**config.mk**
```make
export PLATFORM = sky130hd
export DESIGN_NAME = apms_dev_flat
export DESIGN_NICKNAME = d
export VERILOG_FILES = /design/src/inc/apms_pkg.sv /design/src/inc/apms_link_if.sv /design/src/hdl/apms_dev.sv /design/src/hdl/apms_sync3.sv /design/src/flat_wrapper.sv
export SDC_FILE = /design/constraint.sdc
export NUM_CORES = 1
export LEC_CHECK = 0
export ABC_AREA = 0
export BUFFER_PORTS_ARGS = -buffer_cell sky130_fd_sc_hd__buf_2
export CORE_MARGIN = 1
export CORE_UTILIZATION = 60
export CTS_BUF_LIST = sky130_fd_sc_hd__clkbuf_4
export DETAILED_ROUTE_END_ITERATION = 6
export PLACE_DENSITY = 0.78
export SLEW_MARGIN = 30
export SYNTH_ARGS = -nofsm -noshare
export SYNTH_HDL_FRONTEND = slang
export SYNTH_SLANG_ARGS = --single-unit
```
**constraint.sdc**
```tcl
create_clock -name core_clk -period 3.5 [get_ports core_clk]
set_input_delay 0.7 -clock core_clk [delete_from_list [all_inputs] [get_ports core_clk]]
set_output_delay 0.7 -clock core_clk [all_outputs]
set_load 0.05 [all_outputs]
```
**src/inc/apms_pkg.sv**
```systemverilog
// package of constants and types for the converter power-mode sequencer
// --------------------------------------------------------------------------
// Contract
// - mode 00 normal, 01 off, 10 autoshut, 11 autostandby
// - auto modes power down on 16th rising edge
// - auto modes wake on first falling edge
// - full shutdown left only by writing normal; the code also leaves it on writing 10 or 11
// - new mode acts once control word updated
// - supply-up starts powered in normal mode
// - standby wake takes about 1 us
// - shutdown wake takes about 5 us
// - standby wake fits within one transfer
// - first eight data bits load control word
// - host writes zero mode to stay normal
// - sample on second rising edge after select
// - sixteen clocks per transfer, one select low
// - normal mode allows back-to-back transfers
// - full shutdown powers all, keeps control word
// - off to autoshut stays down until next conversion
// - host waits 5 us before sampling edge; apms_host reaches it four half periods after select falls
// - host escapes autoshut by writing normal
// - standby keeps reference, wakes on falling edge
// - standby entered on last rising edge
// - control word written every transfer, eight edges
// - host keeps reference-disable zero in standby
// --------------------------------------------------------------------------
`default_nettype none
package apms_pkg;
  typedef enum logic [1:0] {APMS_NORMAL, APMS_FULL_OFF, APMS_AUTO_SHUT, APMS_AUTO_STBY} apms_mode_e;
  typedef enum logic [1:0] {APMS_PWR_ON, APMS_PWR_WAKING, APMS_PWR_STBY, APMS_PWR_OFF} apms_pwr_e;
  localparam int APMS_CLK_MHZ = 40;
  localparam int APMS_WAKE_STBY_NS = 1000;
  localparam int APMS_WAKE_SHUT_NS = 5000;
  localparam int APMS_WAKE_STBY_CYC = (APMS_WAKE_STBY_NS * APMS_CLK_MHZ + 999) / 1000;
  localparam int APMS_WAKE_SHUT_CYC = (APMS_WAKE_SHUT_NS * APMS_CLK_MHZ + 999) / 1000;
  localparam int APMS_XFER_BITS = 16;
  localparam int APMS_CTRL_BITS = 8;
  localparam int APMS_SAMPLE_EDGE = 2;
  localparam int APMS_PM_HI_POS = 3;
  localparam int APMS_PM_LO_POS = 2;
  localparam int APMS_REF_OFF_POS = 1;
  localparam logic [7:0] APMS_CTRL_RST = 8'h00;
  // pin change to read data back at the host: two four-flop filters plus the device dout register
  localparam int APMS_ROUND_TRIP_CYC = 9;
  // a link half period must outlast the round trip, else read bits land one rise late
  localparam int APMS_SCLK_HALF_CYC = 10;
endpackage
`default_nettype wire
```
**src/inc/apms_link_if.sv**
```systemverilog
// serial link between host and converter
`default_nettype none
interface apms_link_if;
  logic cs_n;
  logic sclk;
  logic din;
  logic dout;
  logic dout_oe;
  modport host (output cs_n, output sclk, output din, input dout, input dout_oe);
  modport dev (input cs_n, input sclk, input din, output dout, output dout_oe);
endinterface
`default_nettype wire

```
**src/hdl/apms_dev.sv**
```systemverilog
// device end: power-mode sequencer driven by select and serial clock
`default_nettype none
module apms_dev
  import apms_pkg::*;
#(
  parameter int WAKE_STBY_CYC = APMS_WAKE_STBY_CYC,
  parameter int WAKE_SHUT_CYC = APMS_WAKE_SHUT_CYC
)
(
  input wire logic core_clk,
  input wire logic rst,
  input wire logic ce,
  apms_link_if.dev link,
  input wire logic [15:0] conv_result,
  output logic [7:0] ctrl_word,
  output apms_mode_e power_mode,
  output apms_pwr_e power_state,
  output logic ref_on,
  output logic sample_pulse,
  output logic not_ready,
  output logic xfer_done
);
  initial
  begin
    if (WAKE_STBY_CYC < 1 || WAKE_SHUT_CYC < 1 || WAKE_SHUT_CYC > 65535 || WAKE_STBY_CYC > 65535)
      $error("wake counts out of range");
  end
  // --------------------------------------------------------------------------
  // pin sampling
  // --------------------------------------------------------------------------
  logic cs_s, sclk_s, din_s;
  apms_sync3 u_cs (.core_clk(core_clk), .rst(rst), .ce(ce), .async_in(link.cs_n), .level(cs_s));
  apms_sync3 u_ck (.core_clk(core_clk), .rst(rst), .ce(ce), .async_in(link.sclk), .level(sclk_s));
  apms_sync3 u_di (.core_clk(core_clk), .rst(rst), .ce(ce), .async_in(link.din), .level(din_s));
  logic cs_d_ff, sclk_d_ff;
  logic cs_fall, cs_rise, ck_rise, ck_fall;
  assign cs_fall = cs_d_ff & ~cs_s;
  assign cs_rise = ~cs_d_ff & cs_s;
  assign ck_rise = ~cs_s & ~sclk_d_ff & sclk_s;
  assign ck_fall = ~cs_s & sclk_d_ff & ~sclk_s;
  // --------------------------------------------------------------------------
  // transfer and power state
  // --------------------------------------------------------------------------
  logic [4:0] rise_ff, nxt_rise;
  logic first_fall_ff, nxt_first_fall;
  logic [7:0] shreg_ff, nxt_shreg;
  logic [7:0] ctrl_ff, nxt_ctrl;
  apms_mode_e mode_ff, nxt_mode;
  apms_pwr_e pwr_ff, nxt_pwr;
  logic [15:0] wake_ff, nxt_wake;
  logic [15:0] tx_ff, nxt_tx;
  logic dout_ff, nxt_dout, oe_ff, nxt_oe;
  logic ref_ff, nxt_ref, samp_ff, nxt_samp, nrdy_ff, nxt_nrdy, done_ff, nxt_done;
  logic [7:0] word_in;
  apms_mode_e new_mode;
  always_comb
  begin
    nxt_rise = rise_ff;
    nxt_first_fall = first_fall_ff;
    nxt_shreg = shreg_ff;
    nxt_ctrl = ctrl_ff;
    nxt_mode = mode_ff;
    nxt_pwr = pwr_ff;
    nxt_wake = wake_ff;
    nxt_tx = tx_ff;
    nxt_dout = dout_ff;
    nxt_oe = ~cs_s;
    nxt_samp = 1'b0;
    nxt_nrdy = nrdy_ff;
    nxt_done = 1'b0;
    word_in = {shreg_ff[6:0], din_s};
    new_mode = apms_mode_e'({word_in[APMS_PM_HI_POS], word_in[APMS_PM_LO_POS]});
    // wake timer runs on core clock, so it needs no further link edges
    if (pwr_ff == APMS_PWR_WAKING)
    begin
      if (wake_ff == 16'h0001)
        nxt_pwr = APMS_PWR_ON;
      nxt_wake = wake_ff - 16'h0001;
    end
    if (cs_fall)
    begin
      nxt_rise = '0;
      nxt_first_fall = 1'b1;
      nxt_tx = conv_result;
      nxt_dout = 1'b0;
      nxt_nrdy = 1'b0;
    end
    if (ck_fall)
    begin
      nxt_dout = tx_ff[15];
      nxt_tx = {tx_ff[14:0], 1'b0};
      nxt_first_fall = 1'b0;
      // full shutdown does not wake on link edges; auto modes wake here
      if (first_fall_ff && (mode_ff == APMS_AUTO_SHUT || mode_ff == APMS_AUTO_STBY)
          && (pwr_ff == APMS_PWR_OFF || pwr_ff == APMS_PWR_STBY))
      begin
        nxt_pwr = APMS_PWR_WAKING;
        nxt_wake = (pwr_ff == APMS_PWR_STBY) ? 16'(WAKE_STBY_CYC) : 16'(WAKE_SHUT_CYC);
      end
    end
    if (ck_rise && rise_ff < 5'(APMS_XFER_BITS))
    begin
      nxt_rise = rise_ff + 5'h01;
      if (rise_ff < 5'(APMS_CTRL_BITS))
        nxt_shreg = word_in;
      if (rise_ff == 5'(APMS_CTRL_BITS - 1))
        nxt_ctrl = word_in;
      if (rise_ff == 5'(APMS_SAMPLE_EDGE - 1))
      begin
        nxt_samp = 1'b1;
        nxt_nrdy = (pwr_ff != APMS_PWR_ON);
      end
      if (rise_ff == 5'(APMS_XFER_BITS - 1))
      begin
        // mode bits take effect here, at the end of the conversion
        nxt_mode = apms_mode_e'({ctrl_ff[APMS_PM_HI_POS], ctrl_ff[APMS_PM_LO_POS]});
        nxt_done = 1'b1;
        case (nxt_mode)
          APMS_NORMAL:
            if (pwr_ff != APMS_PWR_ON && pwr_ff != APMS_PWR_WAKING)
            begin
              nxt_pwr = APMS_PWR_WAKING;
              nxt_wake = (pwr_ff == APMS_PWR_STBY) ? 16'(WAKE_STBY_CYC) : 16'(WAKE_SHUT_CYC);
            end
          APMS_FULL_OFF: nxt_pwr = APMS_PWR_OFF;
          APMS_AUTO_SHUT: nxt_pwr = APMS_PWR_OFF;
          APMS_AUTO_STBY: nxt_pwr = APMS_PWR_STBY;
          default: nxt_pwr = pwr_ff;
        endcase
      end
    end
    if (cs_rise)
      nxt_first_fall = 1'b0;
    nxt_ref = (nxt_pwr != APMS_PWR_OFF) && !(nxt_ctrl[APMS_REF_OFF_POS]);
  end
  always_ff @(posedge core_clk or posedge rst)
  begin
    if (rst)
    begin
      cs_d_ff <= 1'b1;
      sclk_d_ff <= 1'b1;
      rise_ff <= '0;
      first_fall_ff <= 1'b0;
      shreg_ff <= '0;
      ctrl_ff <= APMS_CTRL_RST;
      mode_ff <= APMS_NORMAL;
      pwr_ff <= APMS_PWR_ON;
      wake_ff <= '0;
      tx_ff <= '0;
      dout_ff <= 1'b0;
      oe_ff <= 1'b0;
      ref_ff <= 1'b1;
      samp_ff <= 1'b0;
      nrdy_ff <= 1'b0;
      done_ff <= 1'b0;
    end
    else if (ce)
    begin
      cs_d_ff <= cs_s;
      sclk_d_ff <= sclk_s;
      rise_ff <= nxt_rise;
      first_fall_ff <= nxt_first_fall;
      shreg_ff <= nxt_shreg;
      ctrl_ff <= nxt_ctrl;
      mode_ff <= nxt_mode;
      pwr_ff <= nxt_pwr;
      wake_ff <= nxt_wake;
      tx_ff <= nxt_tx;
      dout_ff <= nxt_dout;
      oe_ff <= nxt_oe;
      ref_ff <= nxt_ref;
      samp_ff <= nxt_samp;
      nrdy_ff <= nxt_nrdy;
      done_ff <= nxt_done;
    end
  end
  assign link.dout = dout_ff;
  assign link.dout_oe = oe_ff;
  assign ctrl_word = ctrl_ff;
  assign power_mode = mode_ff;
  assign power_state = pwr_ff;
  assign ref_on = ref_ff;
  assign sample_pulse = samp_ff;
  assign not_ready = nrdy_ff;
  assign xfer_done = done_ff;
endmodule
`default_nettype wire

```
**src/hdl/apms_sync3.sv**
```systemverilog
// three-stage synchroniser with agreement filter
`default_nettype none
module apms_sync3 (
  input wire logic core_clk,
  input wire logic rst,
  input wire logic ce,
  input wire logic async_in,
  output logic level
);
  logic [2:0] sh_ff;
  logic [2:0] nxt_sh;
  logic lvl_ff;
  logic nxt_lvl;
  always_comb
  begin
    nxt_sh = {sh_ff[1:0], async_in};
    nxt_lvl = lvl_ff;
    // stage 0 is read only by stage 1; stages 1 and 2 must agree
    if (sh_ff[1] == sh_ff[2])
      nxt_lvl = sh_ff[2];
  end
  always_ff @(posedge core_clk or posedge rst)
  begin
    if (rst)
    begin
      sh_ff <= 3'h7;
      lvl_ff <= 1'b1;
    end
    else if (ce)
    begin
      sh_ff <= nxt_sh;
      lvl_ff <= nxt_lvl;
    end
  end
  assign level = lvl_ff;
endmodule
`default_nettype wire

```
**src/flat_wrapper.sv**
```systemverilog
// flat-port wrapper written by rule: the top's interface ports become plain ports
module apms_dev_flat import apms_pkg::*;
#(
  parameter int WAKE_STBY_CYC = APMS_WAKE_STBY_CYC,
  parameter int WAKE_SHUT_CYC = APMS_WAKE_SHUT_CYC
)
  (core_clk, rst, ce, conv_result, ctrl_word, power_mode, power_state, ref_on, sample_pulse, not_ready, xfer_done, link_cs_n, link_sclk, link_din, link_dout, link_dout_oe);
  apms_link_if link_i ();
  input wire logic core_clk;
  input wire logic rst;
  input wire logic ce;
  input wire logic [15:0] conv_result;
  output logic [7:0] ctrl_word;
  output apms_mode_e power_mode;
  output apms_pwr_e power_state;
  output logic ref_on;
  output logic sample_pulse;
  output logic not_ready;
  output logic xfer_done;
  input wire logic [$bits(link_i.cs_n)-1:0] link_cs_n;
  input wire logic [$bits(link_i.sclk)-1:0] link_sclk;
  input wire logic [$bits(link_i.din)-1:0] link_din;
  output wire logic [$bits(link_i.dout)-1:0] link_dout;
  output wire logic [$bits(link_i.dout_oe)-1:0] link_dout_oe;
  assign link_i.cs_n = link_cs_n;
  assign link_i.sclk = link_sclk;
  assign link_i.din = link_din;
  assign link_dout = link_i.dout;
  assign link_dout_oe = link_i.dout_oe;
  apms_dev #(.WAKE_STBY_CYC(WAKE_STBY_CYC), .WAKE_SHUT_CYC(WAKE_SHUT_CYC)) u_core (.core_clk(core_clk), .rst(rst), .ce(ce), .link(link_i), .conv_result(conv_result), .ctrl_word(ctrl_word), .power_mode(power_mode), .power_state(power_state), .ref_on(ref_on), .sample_pulse(sample_pulse), .not_ready(not_ready), .xfer_done(xfer_done));
endmodule
```
* Word-level counts from Yosys, hierarchy flattened
Index checks and enable logic that the tools add are counted.
** Operators by class
- $add $sub $neg :: 2
- Order comparisons :: 2
- Equal/unequal tests :: 17
- Mux-type cells :: 34
- Bitwise operators :: 10
- Reduce and logical (&&, ||, !) cells :: 23
** Operators by type and width (number)
- 2-to-1 mux 16 bit :: 9
- 2-to-1 mux 2 bit :: 9
- == test 16 x 1 -> 1 bit, second input constant :: 1
- subtractor 16 x 1 -> 16 bit, second input constant :: 1
- == test 2 bit, second input constant :: 6
- 2-to-1 mux 1 bit :: 12
- AND reduction 2 bit :: 6
- 2-to-1 mux 5 bit :: 2
- AND reduction 3 bit :: 3
- 2-to-1 mux 8 bit :: 1
- AND 1 bit :: 6
- case mux 2 bit (3 select lines) :: 1
- nonzero test 2 bit :: 3
- adder 5 x 1 -> 5 bit, second input constant :: 1
- == test 5 x 1 -> 1 bit, second input constant :: 1
- == test 5 x 3 -> 1 bit, second input constant :: 1
- == test 5 x 4 -> 1 bit, second input constant :: 1
- logical AND 1 bit :: 5
- less-than comparator 5 x 4 -> 1 bit, second input constant :: 1
- less-than comparator 5 bit, second input constant :: 1
- == test 2 x 1 -> 1 bit, second input constant :: 2
- inverter 1 bit :: 4
- == test 1 bit :: 3
- nonzero test 3 bit :: 1
- other kinds (6) :: 7
** Word-level totals
- Register bits :: 77
- Bits of input ports :: 22
- Output and inout bits :: 18

* Depth between registers and ports, before layout
- Depth in word-level cells :: 12
- Depth in mapped cells :: 7
- Gate-level depth less buffers :: 7

* Hierarchy
A second synthesis with hierarchy kept.
** Second synthesis, totals
- Cell total of the unflattened synthesis :: 330
- Area, all modules :: 3593.4 µm²
** Modules (own cells, without submodules)
- apms_dev :: instances 1, cells each 291, area an instance 3101.7 µm², seq. area each 1630.3 µm²
- apms_sync3 :: instances 3, cells each 13, area an instance 163.9 µm², seq. area each 105.1 µm²

* Worst setup path before layout
No wires, ideal clock.
- Path kind :: reg2reg
- Start point :: reg u_core.u_ck.lvl_ff (netlist: u_core.u_ck.level)
- End point :: reg u_core.ctrl_ff[0] (netlist: u_core.ctrl_word[0])
- Library setup time :: 0.125 ns
- Arrival time :: 1.815 ns
- Required time :: 3.375 ns
- Setup slack :: 1.561 ns
- Cell stages (with the launch flop) :: 7
- Buffers on the path :: 1
- Clock period less this slack :: 1.939 ns
- Path through :: dfstp_2 -> nor4b_4 -> nand2_2 -> or2_1 -> buf_6 -> nor2_8 -> mux2_2
** Between the ends
- Word-level cells in the longest chain between the ends :: 3
** RTL lines
- start: declaration :: line apms_sync3.sv:12 : logic lvl_ff;
- start signal: assignment :: line apms_sync3.sv:32 : lvl_ff <= nxt_lvl;
- AND 1 bit :: line apms_dev.sv:39 : assign ck_rise = ~cs_s & ~sclk_d_ff & sclk_s;
- logical AND 1 bit :: line apms_dev.sv:101 : if (ck_rise && rise_ff < 5'(APMS_XFER_BITS))
- AND reduction 3 bit (no line)
- end signal: assignment :: line apms_dev.sv:164 : ctrl_ff <= nxt_ctrl;
- end: declaration :: line apms_dev.sv:47 : logic [7:0] ctrl_ff, nxt_ctrl;
No other way between the ends.
A chain may end at the register's enable or synchronous reset.

* Worst setup path in the final report
- Start point :: reg u_core.u_ck.lvl_ff (netlist: u_core.u_ck.level)
- End point :: reg u_core.ctrl_ff[7] (netlist: u_core.ctrl_word[7])
Same word-level chain as after synthesis.

==> impl_table.tex <==
\begin{tabular}{lr}
\hline
Metric & Value \\
\hline
\multicolumn{2}{l}{\textbf{Outcome}} \\
Outcome & complete, no violations \\
\multicolumn{2}{l}{\textbf{Floorplanning}} \\
Top-level I/O count & 40 \\
Horizontal extent of the die & 79.6 um \\
Std cell rows & 27 \\
Total Die Area & about 6300 um\^{}2 \\
Die Span Y & approximately 80 um \\
Initial cell density of the core & 0.640 \\
Core Box Area & around 5600 um\^{}2 \\
\multicolumn{2}{l}{\textbf{Finish}} \\
Nets & $\sim$400 \\
Ratio of cells with drive above 1 in the final layout & 0.288 \\
Final cell count without fillers & roughly 440 \\
Antenna diode count & 0 \\
Commonest non-fill, non-tap cells in the layout & dfrtp\_1, buf\_2, nand2\_1 \\
Area growth syn-to-layout & 11.2\% \\
Fillers & a little over 400 \\
Commonest non-fill, non-tap cell in the layout & dfrtp\_1 \\
\multicolumn{2}{l}{\textbf{Timing}} \\
Post-route clock skew & 17.0 ps \\
RSZ-0062 raised after global routing & false \\
Final Max Tran Viols & 0 \\
Final critical delay including setup and external delays & 2270 ps \\
Final WS setup & around 1200 ps \\
Highest Clock Rate & between 400 and 500 MHz \\
Minimum hold slack & about 390 ps \\
Measured slew at the worst slew-check pin & between 600 and 700 ps \\
Slew HR & 0.542 \\
Final cycle utilization of the critical path & 0.648 \\
Final hold violation count & 0 \\
Setup-violating endpoint count in the final report & 0 \\
Total negative slack for setup checks & 0 ps \\
\multicolumn{2}{l}{\textbf{Clocking}} \\
PostCTS Resize Cnt & 0 \\
Hold buffer count at cts & 0 \\
H-tree level count & 3 \\
Root cell of the clock tree & clkbuf\_4 \\
Sinks on Clock Net & 77 \\
Source-to-sink clock delay at the later pin of the worst-skew pair & roughly 400 ps \\
Clk pin slew, worst setup/hold paths & approximately 120 ps \\
TritonCTS Buffers & 9 \\
Clk buf depth & 2 \\
TritonCTS clock tree & built \\
Number of buffers inserted to repair setup after CTS & 0 \\
\multicolumn{2}{l}{\textbf{Synthesis}} \\
Post-synth EDFFs & 0 \\
Number of synthesized register bits & 77 \\
Gate count after technology mapping & 326 \\
Area of the mapped netlist & $\sim$3600 um\^{}2 \\
Mean Syn Cell Area & approximately 11 um\^{}2 \\
Synth top area share & 0.430 \\
Cell type contributing the most total cell area after synthesis & dfrtp\_1 \\
YS warnings & 0 \\
Number of distinct library cells after synthesis & 47 \\
Synthesized netlist net count & 356 \\
Top FF cell, synth & dfrtp\_1 \\
Main area contributors after synthesis & dfrtp\_1, dfstp\_2, mux2\_2 \\
Part of the Yosys area used for sequential elements & 0.539 \\
Fraction of synthesis flops using an asynchronous set or reset pin & 1.00 \\
\multicolumn{2}{l}{\textbf{Placement}} \\
Total instance count after detailed placement & about 430 \\
RD Place Congestion & just under 0.8 \\
HPWL reported at the end of detailed placement & roughly 4600 um \\
Number of port buffers & 39 \\
Worst setup slack before clock tree synthesis & between 1000 and 1500 ps \\
\multicolumn{2}{l}{\textbf{Global route}} \\
Total global routing overflow & 0 \\
Total routing resource utilization after global routing & 0.234 \\
Via count of the first global-routing pass & $\sim$2,400 \\
Initial antenna violation count & 0 \\
Maximum number of pins on one net before global-route repair & 45 \\
Global-route wire length before repair & $\sim$11,000 um \\
\multicolumn{2}{l}{\textbf{Route}} \\
Number of design rule violations left after detail routing & 0 \\
Total number of vias & roughly 2,500 \\
Post-detailed-route via-to-cell ratio & 5.53 \\
Final routed wirelength across all metal layers & 6460 um \\
Post-detailed-route count of antenna-violating nets & 0 \\
First DRT Iteration DRCs & 82 \\
Routed WL per cell & roughly 15 um \\
Drt pass-1 iters & 4 \\
\multicolumn{2}{l}{\textbf{Worst setup path}} \\
Dominant delay contributor by cell family on the critical path & simple AND/OR/NAND/NOR gates \\
Crit path capture type & flip-flop \\
Critical Path Start Type & flip-flop \\
Critical Path Max Stage Delay & 600 ps \\
Bufs and invs on worst path & 0 \\
Crit Path Category & flip-flop to flip-flop \\
Ordered cell list for the critical path & nor4b\_4 -> nand2\_2 -> or2\_1 -> nor2\_8 -> mux2\_2 \\
Arrival time at the worst endpoint & 2550 ps \\
Worst path slowest cell & dfstp\_2 \\
Required time at the worst-slack endpoint & about 3800 ps \\
Maximum fanout along the worst path & 10 \\
\multicolumn{2}{l}{\textbf{Pwr}} \\
PnR Total Power & around 2.6 mW \\
Pwr dens & around 640 nW/um\^{}2 \\
Leak & around 1.9 nW \\
Max VDD drop & roughly 0.54 mV \\
\multicolumn{2}{l}{\textbf{Run}} \\
Max-Cap Viols & 0 \\
\multicolumn{2}{l}{\textbf{Min path}} \\
Class of the tightest hold or removal check & input pin to async pin \\
\hline
\end{tabular}
-- through the flow --
stage / utilization / instance area [um^2]
3_3_place_gp: 0.686 / 3870
4_1_cts: 0.710 / 4010
2_1_floorplan: - / 3610
5_1_grt: 0.711 / 4010
6_report: 0.711 / 4010
3_5_place_dp: 0.686 / 3870
-- cells in the mapped netlist (7+ instances only) --
library cell / count
nand2_1: 31
mux2i_1: 17
o21ai_0: 28
inv_1: 14
dfstp_2: 15
dfrtp_1: 62
ha_1: 8
nor2_1: 23
mux2_2: 27
xnor2_1: 7
nor3_1: 8
a21oi_1: 13
-- worst paths after layout --
check	slack, ps	startpoint	cells past startpoint	to
worst max-delay path	1230	u_core.u_ck.level	5	u_core.ctrl_word[7]
worst min-delay path	390	rst	2	u_core.tx_ff[0]
worst max register to register	1230	u_core.u_ck.level	5	u_core.ctrl_word[7]
worst min register to register	500	u_core.tx_ff[8]	2	u_core.tx_ff[8]
max in group asynchronous	2370	rst	3	u_core.sclk_d_ff
min in group core_clk	500	u_core.tx_ff[8]	2	u_core.tx_ff[8]
-- registers in the layout, summed over array words and instances (netlist names), 2 cells and up --
register,cells
u_core.tx_ff,16
u_core.wake_ff,16
u_core.ctrl_word,8
u_core.shreg_ff,7
u_core.rise_ff,5
u_core.u_ck.sh_ff,3
u_core.u_cs.sh_ff,3
u_core.u_di.sh_ff,3
u_core.power_mode,2
u_core.power_state,2
-- report_power, final --
| part | total [mW] | switching, mW | internal (mW) |
|---|---|---|---|
| registers | 1.36 | 0.208 | 1.15 |
| clock network | 0.530 | 0.283 | 0.247 |
| logic | 0.668 | 0.381 | 0.287 |
-- logic make-up after synthesis --
kind of cell             after synthesis  share of synthesized area
AO/OA/AOI/OAI                         57                     0.0909
XOR/XNOR                              13                     0.0316
adder cells (fa/ha/maj)                8                     0.0277
buffers and inverters                 28                     0.0354
flip-flops                            77                      0.539
multiplexers                          44                      0.131
AND/OR/NAND/NOR                       99                      0.144
-- layer usage --
layer,share of wire,vias up,track usage
li1,-,1217,-
met1,0.48,1183,0.317
met2,0.48,45,0.367
met3,0.032,6,0.0423
met4,0.0074,0,0.102
met5,0,-,0
-- worst reg2reg max path: cells and delay by family (launching register included) --
kind,cells,cell delay [ps]
multiplexers,1,360
flip-flops,1,600
AND/OR/NAND/NOR,4,1210
-- cell type report --
cell class	instances	area (um^2)	area share
clock buffers	13	97.6	0.0243
repair buffers	43	238	0.0592
flip-flops and latches	77	1950	0.485
inverters	14	52.6	0.0131
well taps	72	90.1	0.0225
multi-input cells	221	1550	0.387
clock inverters	3	37.5	0.00935
Power figures use the tool's default switching activity.
